**config.mk**
```make
export PLATFORM = sky130hd
export DESIGN_NAME = cicy_exec
export DESIGN_NICKNAME = d
export VERILOG_FILES = /design/src/design/cicy_pkg.sv /design/src/design/cicy_decode.sv /design/src/design/cicy_exec.sv
export SDC_FILE = /design/constraint.sdc
export NUM_CORES = 1
export LEC_CHECK = 0
export BUFFER_PORTS_ARGS = -buffer_cell sky130_fd_sc_hd__clkbuf_2
export CORE_MARGIN = 2
export CORE_UTILIZATION = 39
export DETAILED_ROUTE_END_ITERATION = 12
export PLACE_DENSITY = 0.83
export SKIP_CTS_REPAIR_TIMING = 1
export SLEW_MARGIN = 20
export SYNTH_ARGS = -nofsm -noshare
export SYNTH_HDL_FRONTEND = slang
export SYNTH_HIERARCHICAL = 1
export SYNTH_SLANG_ARGS = --single-unit
```
**constraint.sdc**
```tcl
create_clock -name clk -period 1.9 [get_ports clk]
set_clock_uncertainty 0.15 [all_clocks]
set_input_delay 0.285 -clock clk [delete_from_list [all_inputs] [get_ports clk]]
set_output_delay 0.285 -clock clk [all_outputs]
set_load 0.01 [all_outputs]
```
**src/design/cicy_pkg.sv**
```systemverilog
// package for the four-instruction decode/execute slice of a 4-bit core
// assumes 10-bit instruction words and 4-bit accumulator and y register
package cicy_pkg;
  // ==========================================================
  // widths and opcodes
  localparam int unsigned INSTR_W = 10;
  localparam int unsigned DATA_W = 4;
  localparam logic [INSTR_W-1:0] OP_COMPLEMENT_ACC = 10'h01C;
  localparam logic [INSTR_W-1:0] OP_SELECT_CERAMIC = 10'h29A;
  localparam logic [INSTR_W-1:0] OP_SELECT_RC = 10'h29B;
  localparam logic [INSTR_W-1:0] OP_DECREMENT_Y = 10'h017;
  // ==========================================================
  // values
  localparam logic [DATA_W-1:0] ACC_RESET = 4'h0;
  localparam logic [DATA_W-1:0] Y_RESET = 4'h0;
  localparam logic [DATA_W-1:0] Y_ONE = 4'h1;
  localparam logic [DATA_W-1:0] Y_SKIP_VALUE = 4'hF;
  localparam logic OSC_RUN_RESET = 1'h1;
  localparam logic SKIP_RESET = 1'h0;
  localparam logic DONE_RESET = 1'h0;
  // ==========================================================
  // main clock source
  typedef enum logic [1:0] {
    CICY_SRC_ONCHIP,
    CICY_SRC_CERAMIC,
    CICY_SRC_RC
  } cicy_clk_src_t;
endpackage : cicy_pkg

```
**src/design/cicy_decode.sv**
```systemverilog
// opcode decoder for the four instructions of this slice
// assumes a valid-qualified instruction word from the same clock
`timescale 1ns/1ps
module cicy_decode
  import cicy_pkg::*;
(
  input wire logic [INSTR_W-1:0] instr,
  input wire logic instrValid,
  output logic complementAccOp,
  output logic selectCeramicOp,
  output logic selectRcOp,
  output logic decrementYOp
);
  always_comb begin
    complementAccOp = instrValid && (instr == OP_COMPLEMENT_ACC);
    selectCeramicOp = instrValid && (instr == OP_SELECT_CERAMIC);
    selectRcOp = instrValid && (instr == OP_SELECT_RC);
    decrementYOp = instrValid && (instr == OP_DECREMENT_Y);
  end
endmodule : cicy_decode

```
**src/design/cicy_exec.sv**
```systemverilog
// execute slice: complement accumulator, clock select, decrement y
// assumes the core presents one instruction per cycle with instrValid,
// and honours skipNext by discarding the next presented instruction
// runs on the system clock only; rst_b is synchronous and active low
// clkSource and onChipOscRun are requests to oscillator circuits
// outside this slice, which act on them in their own time
//
// Notes on behaviour
// RL1: opcode 01C replaces accumulator with its bitwise complement, one cycle
// RL2: opcode 29A selects ceramic main clock and stops on-chip oscillator
// RL3: opcode 29B selects RC main clock and stops on-chip oscillator
// RL4: opcode 017 decrements Y modulo 16, carry untouched
// RL5: after Y decrement, skip next instruction when new Y equals 15
`timescale 1ns/1ps
module cicy_exec
  import cicy_pkg::*;
(
  input wire logic clk,
  input wire logic rst_b,
  input wire logic [INSTR_W-1:0] instr,
  input wire logic instrValid,
  input wire logic accLoad,
  input wire logic [DATA_W-1:0] accLoadData,
  input wire logic yLoad,
  input wire logic [DATA_W-1:0] yLoadData,
  output logic [DATA_W-1:0] acc,
  output logic [DATA_W-1:0] yReg,
  output logic skipNext,
  output logic [1:0] clkSource,
  output logic onChipOscRun,
  output logic instrDone
);
  // ==========================================================
  // decode
  logic complementAccOp;
  logic selectCeramicOp;
  logic selectRcOp;
  logic decrementYOp;
  logic execValid;

  // a skipped word is fetched but must have no effect
  assign execValid = instrValid && !skipNext;

  cicy_decode u_decode (
    .instr(instr),
    .instrValid(execValid),
    .complementAccOp(complementAccOp),
    .selectCeramicOp(selectCeramicOp),
    .selectRcOp(selectRcOp),
    .decrementYOp(decrementYOp)
  );

  // ==========================================================
  // shared arithmetic
  // the y group and the skip group both need the decremented value;
  // one function keeps their idea of the wrap identical
  function automatic logic [DATA_W-1:0] cicy_y_minus_one(
    input logic [DATA_W-1:0] y
  );
    return y - Y_ONE;
  endfunction : cicy_y_minus_one

  function automatic logic cicy_lands_on_skip(
    input logic [DATA_W-1:0] y
  );
    return cicy_y_minus_one(y) == Y_SKIP_VALUE;
  endfunction : cicy_lands_on_skip

  // ==========================================================
  // accumulator
  logic [DATA_W-1:0] acc_ff;
  logic [DATA_W-1:0] nxt_acc;

  always_comb begin
    nxt_acc = acc_ff;
    // side load from the rest of the core; complement wins a clash
    if (accLoad) begin
      nxt_acc = accLoadData;
    end
    // RL1: complement accumulator
    if (complementAccOp) begin
      nxt_acc = ~acc_ff;
    end
  end

  always_ff @(posedge clk) begin
    if (!rst_b) begin
      acc_ff <= ACC_RESET;
    end else begin
      acc_ff <= nxt_acc;
    end
  end

  // ==========================================================
  // y address register
  logic [DATA_W-1:0] y_ff;
  logic [DATA_W-1:0] nxt_y;

  always_comb begin
    nxt_y = y_ff;
    // side load from the rest of the core; the decrement wins a clash
    if (yLoad) begin
      nxt_y = yLoadData;
    end
    // RL4: decrement y wrapping
    if (decrementYOp) begin
      nxt_y = cicy_y_minus_one(y_ff);
    end
  end

  always_ff @(posedge clk) begin
    if (!rst_b) begin
      y_ff <= Y_RESET;
    end else begin
      y_ff <= nxt_y;
    end
  end

  // ==========================================================
  // skip flag
  // counts presented words, not clocks: idle cycles leave a skip
  // pending until the core offers the next word
  logic skip_ff;
  logic nxt_skip;

  always_comb begin
    nxt_skip = skip_ff;
    // the presented word consumes a pending skip
    if (instrValid) begin
      nxt_skip = 1'h0;
    end
    // RL5: skip on fifteen
    // set after clear, so a decrement landing on fifteen wins
    if (decrementYOp) begin
      nxt_skip = cicy_lands_on_skip(y_ff);
    end
  end

  always_ff @(posedge clk) begin
    if (!rst_b) begin
      skip_ff <= SKIP_RESET;
    end else begin
      skip_ff <= nxt_skip;
    end
  end

  // ==========================================================
  // main clock source
  // one-way in this slice: only reset brings back the on-chip source
  cicy_clk_src_t src_ff;
  cicy_clk_src_t nxt_src;

  always_comb begin
    nxt_src = src_ff;
    // RL2: ceramic source
    if (selectCeramicOp) begin
      nxt_src = CICY_SRC_CERAMIC;
    end
    // RL3: rc source
    if (selectRcOp) begin
      nxt_src = CICY_SRC_RC;
    end
  end

  always_ff @(posedge clk) begin
    if (!rst_b) begin
      src_ff <= CICY_SRC_ONCHIP;
    end else begin
      src_ff <= nxt_src;
    end
  end

  // ==========================================================
  // on-chip oscillator run request
  // nothing here restarts it; a user who stops it keeps the new
  // source until the next reset
  logic osc_ff;
  logic nxt_osc;

  always_comb begin
    nxt_osc = osc_ff;
    // RL2 RL3: either select stops it
    if (selectCeramicOp || selectRcOp) begin
      nxt_osc = 1'h0;
    end
  end

  always_ff @(posedge clk) begin
    if (!rst_b) begin
      osc_ff <= OSC_RUN_RESET;
    end else begin
      osc_ff <= nxt_osc;
    end
  end

  // ==========================================================
  // executed-word pulse
  // pulses for any executed word, known opcode or not
  logic done_ff;
  logic nxt_done;

  always_comb begin
    nxt_done = execValid;
  end

  always_ff @(posedge clk) begin
    if (!rst_b) begin
      done_ff <= DONE_RESET;
    end else begin
      done_ff <= nxt_done;
    end
  end

  // ==========================================================
  // outputs
  // all straight from flip-flops, so the core sees no decode glitches
  assign acc = acc_ff;
  assign yReg = y_ff;
  assign skipNext = skip_ff;
  assign clkSource = src_ff;
  assign onChipOscRun = osc_ff;
  assign instrDone = done_ff;
endmodule : cicy_exec

```
==> run_results.csv <==
group,metric,value,unit
status,run_status,"finished, final reports clean",
global_route,track_usage,0.160,
pwr,net-switching-power,0.149,mW
die,fp-row-count,15,
timing,finalWorstSetupSlack,0.119,ns
logic_synthesis,ys_types,31,
logic_synthesis,syn_avg_cell_area,8.79,µm²
pwr,cellPowerDensity,578,nW/µm²
timing,setup_violations,0,
finish,drive_gt1_frac,0.455,
timing,period_share,0.938,
global_route,overflow,0,
finish,nets,149,
route,wire_per_inst,10.9,µm
cts,clock-sinks,13,
cts,root_buffer,"clkbuf_4",
global_route,grt_pass1_vias,630,
route,drt_first_pass_iters,4,
global_route,top_usage_layer,"met2",
placed_design,io_buffers,35,
pwr,ir_worst_vdd,0.306,mV
timing,hold_viol,0,
timing,worst-slew-pin-transition,0.305,ns
critical_path,slowest_delay,0.33,ns
min_path,hold_depth,3,
pwr,p_seq_frac,0.513,
route,via_per_inst,4.94,
cts,cts_buffers,3,
global_route,grt_max_degree,15,
cts,ctsHtreeMaxLevel,1,
critical_path,reg2reg_depth,8,
timing,timing.slew.headroom,0.795,
die,dieArea,2210,µm²
logic_synthesis,netlist_area,721,µm²
die,core_region_area,1730,µm²
critical_path,endpoint_kind,"register",
critical_path,cp.arrival,1.80,ns
timing,period_minus_slack,1.78,ns
global_route,use_met3,0.0346,
min_path,worstHoldPathType,"in -> reg",
placed_design,gp_congestion,0.773,
global_route,antenna_found_initial,0,
route,wl,1.62,mm
route,antenna_left,0,
pwr,netSwitchingFraction,0.259,
pwr,p_leak,0.492,nW
finish,multiInputGateArea,462,µm²
timing,hold-worst-slack,0.147,ns
cts,clk_pin_slew,0.07,ns
logic_synthesis,ys_seq_area_frac,0.361,
die,die_w,47.0,µm
critical_path,critPathRequiredTime,1.92,ns
logic_synthesis,yosys_warnings,6,
finish,area_growth,38.4,%
finish,final_cell_mix,"clkbuf_2, dfxtp_1, nor2b_1",
pwr,power,0.576,mW
timing,maxSlewViolCount,0,
finish,nFillCells,160,
timing,fmax,561,MHz
cts,cts_buffer_depth,2,
logic_synthesis,syn_inst,82,
route,dr.first_iter.drc_count,8,
cts,tritoncts,"done",
critical_path,cp-start-kind,"register",
critical_path,path_class,"reg -> reg",
flow_run,cap_violations,0,
cts,clock_latency,0.27,ns
finish,final_common_cell,"clkbuf_2",
placed_design,dp_hpwl,1.26,mm
die,start_util,0.417,
critical_path,cpMaxStageDelayCell,"dfxtp_2",
finish,diodes,0,
global_route,grt_pass1_wl,2.46,mm
logic_synthesis,synth.net_count,107,
finish,final-seq-area,262,µm²
die,dieHeight,47.0,µm
pwr,p_int,0.427,mW
global_route,met2_usage,0.238,
global_route,use_met1,0.210,
logic_synthesis,synth-seq-cells,13,
pwr,pwr-share-clk,0.288,
critical_path,worstPathCellList,"nor2b_2 -> nor2b_4 -> nand3_2 -> nor4b_2 -> buf_4 -> nand2_2 -> and3_4 -> o21a_1",
die,io_pins,36,
placed_design,dp_slack,-0.0525,ns
route,drcViolationCount,0,
pwr,comb_power_share,0.199,
route,route.vias.total,731,
critical_path,worstPathMaxFanout,7,
-- per-stage QoR --
stage               utilization  instances  cell area, µm²  setup TNS [ns]
global route              0.578        148             997        -0.00181
detailed placement        0.541        143             933         -0.0525
floorplan                     -         82             721               0
CTS                       0.556        147             960               0
finish                    0.578        148             997               0
global placement          0.541        143             933               0
-- final timing paths --
path	startpoint	endpoint	slack, ns
min	instrValid	skipNext	0.15
min reg2reg	onChipOscRun	onChipOscRun	0.30
max reg2reg	skipNext	yReg[2]	0.12
max	skipNext	yReg[2]	0.12
-- flip-flops by register name, indices dropped and copies added, names as in the netlist --
signal,cells
skipNext,1
instrDone,1
clkSource,2
onChipOscRun,1
yReg,4
acc,4
-- Yosys cell counts, drive strengths merged --
master,count,area (µm²)
nor2b,9,56.3
ha,2,25.0
inv,3,11.3
and2,1,6.26
mux2,1,15.0
a211o,4,35.0
nor4b,1,15.0
xor2,1,8.76
o21ai,8,43.8
clkbuf,1,5.00
nand2b,1,13.8
o22ai,1,6.26
nand4,2,12.5
xnor2,1,8.76
dfxtp,13,260
nor3,2,15.0
nor2,6,22.5
o21a,2,15.0
buf,1,11.3
nand4bb,1,11.3
a21oi,2,13.8
o211a,1,10.0
nand2,7,26.3
and3,6,37.5
nand3,3,15.0
nor3b,2,20.0
-- layer usage --
| layer | wire, µm | vias up |
|---|---|---|
| li1 | - | 371 |
| met1 | 758 | 328 |
| met2 | 748 | 28 |
| met3 | 85 | 4 |
| met4 | 23 | 0 |
| met5 | 0 | - |
-- power groups by stage --
stage | logic (mW) | registers (mW) | clock network [mW]
floorplan | 0.0533 | 0.306 | 0
global placement | 0.106 | 0.300 | 0
detailed placement | 0.109 | 0.302 | 0
CTS | 0.110 | 0.295 | 0.172
global route | 0.127 | 0.297 | 0.189
finish | 0.115 | 0.296 | 0.166
-- cell families (layout without fill, tap and decap cells) --
family                     Yosys count  after routing  synth area share
AOI/OAI and AO/OA                   18             18             0.172
xor gates and xnor gates             2              2            0.0243
adders and majority gates            2              2            0.0347
buffers and inverters                5             46            0.0382
DFF                                 13             13             0.361
muxes                                1              1            0.0208
and+or+nand+nor                     41             41             0.349
-- final cells by class --
cell class,instances,share of cell area
timing repair buffer,39,0.206
sequential,13,0.262
inverter,3,0.0113
clock buffer,4,0.0263
tap,25,0.0314
multi-input combinational,64,0.463
-- critical path, delay by kind of cell (launching register included) --
family,cells,cell delay [ns]
AO/OA/AOI/OAI,1,0.15
buffers and inverters,1,0.19
flip-flops,1,0.33
AND/OR/NAND/NOR,6,0.86
(Power assumes the default switching activity.)
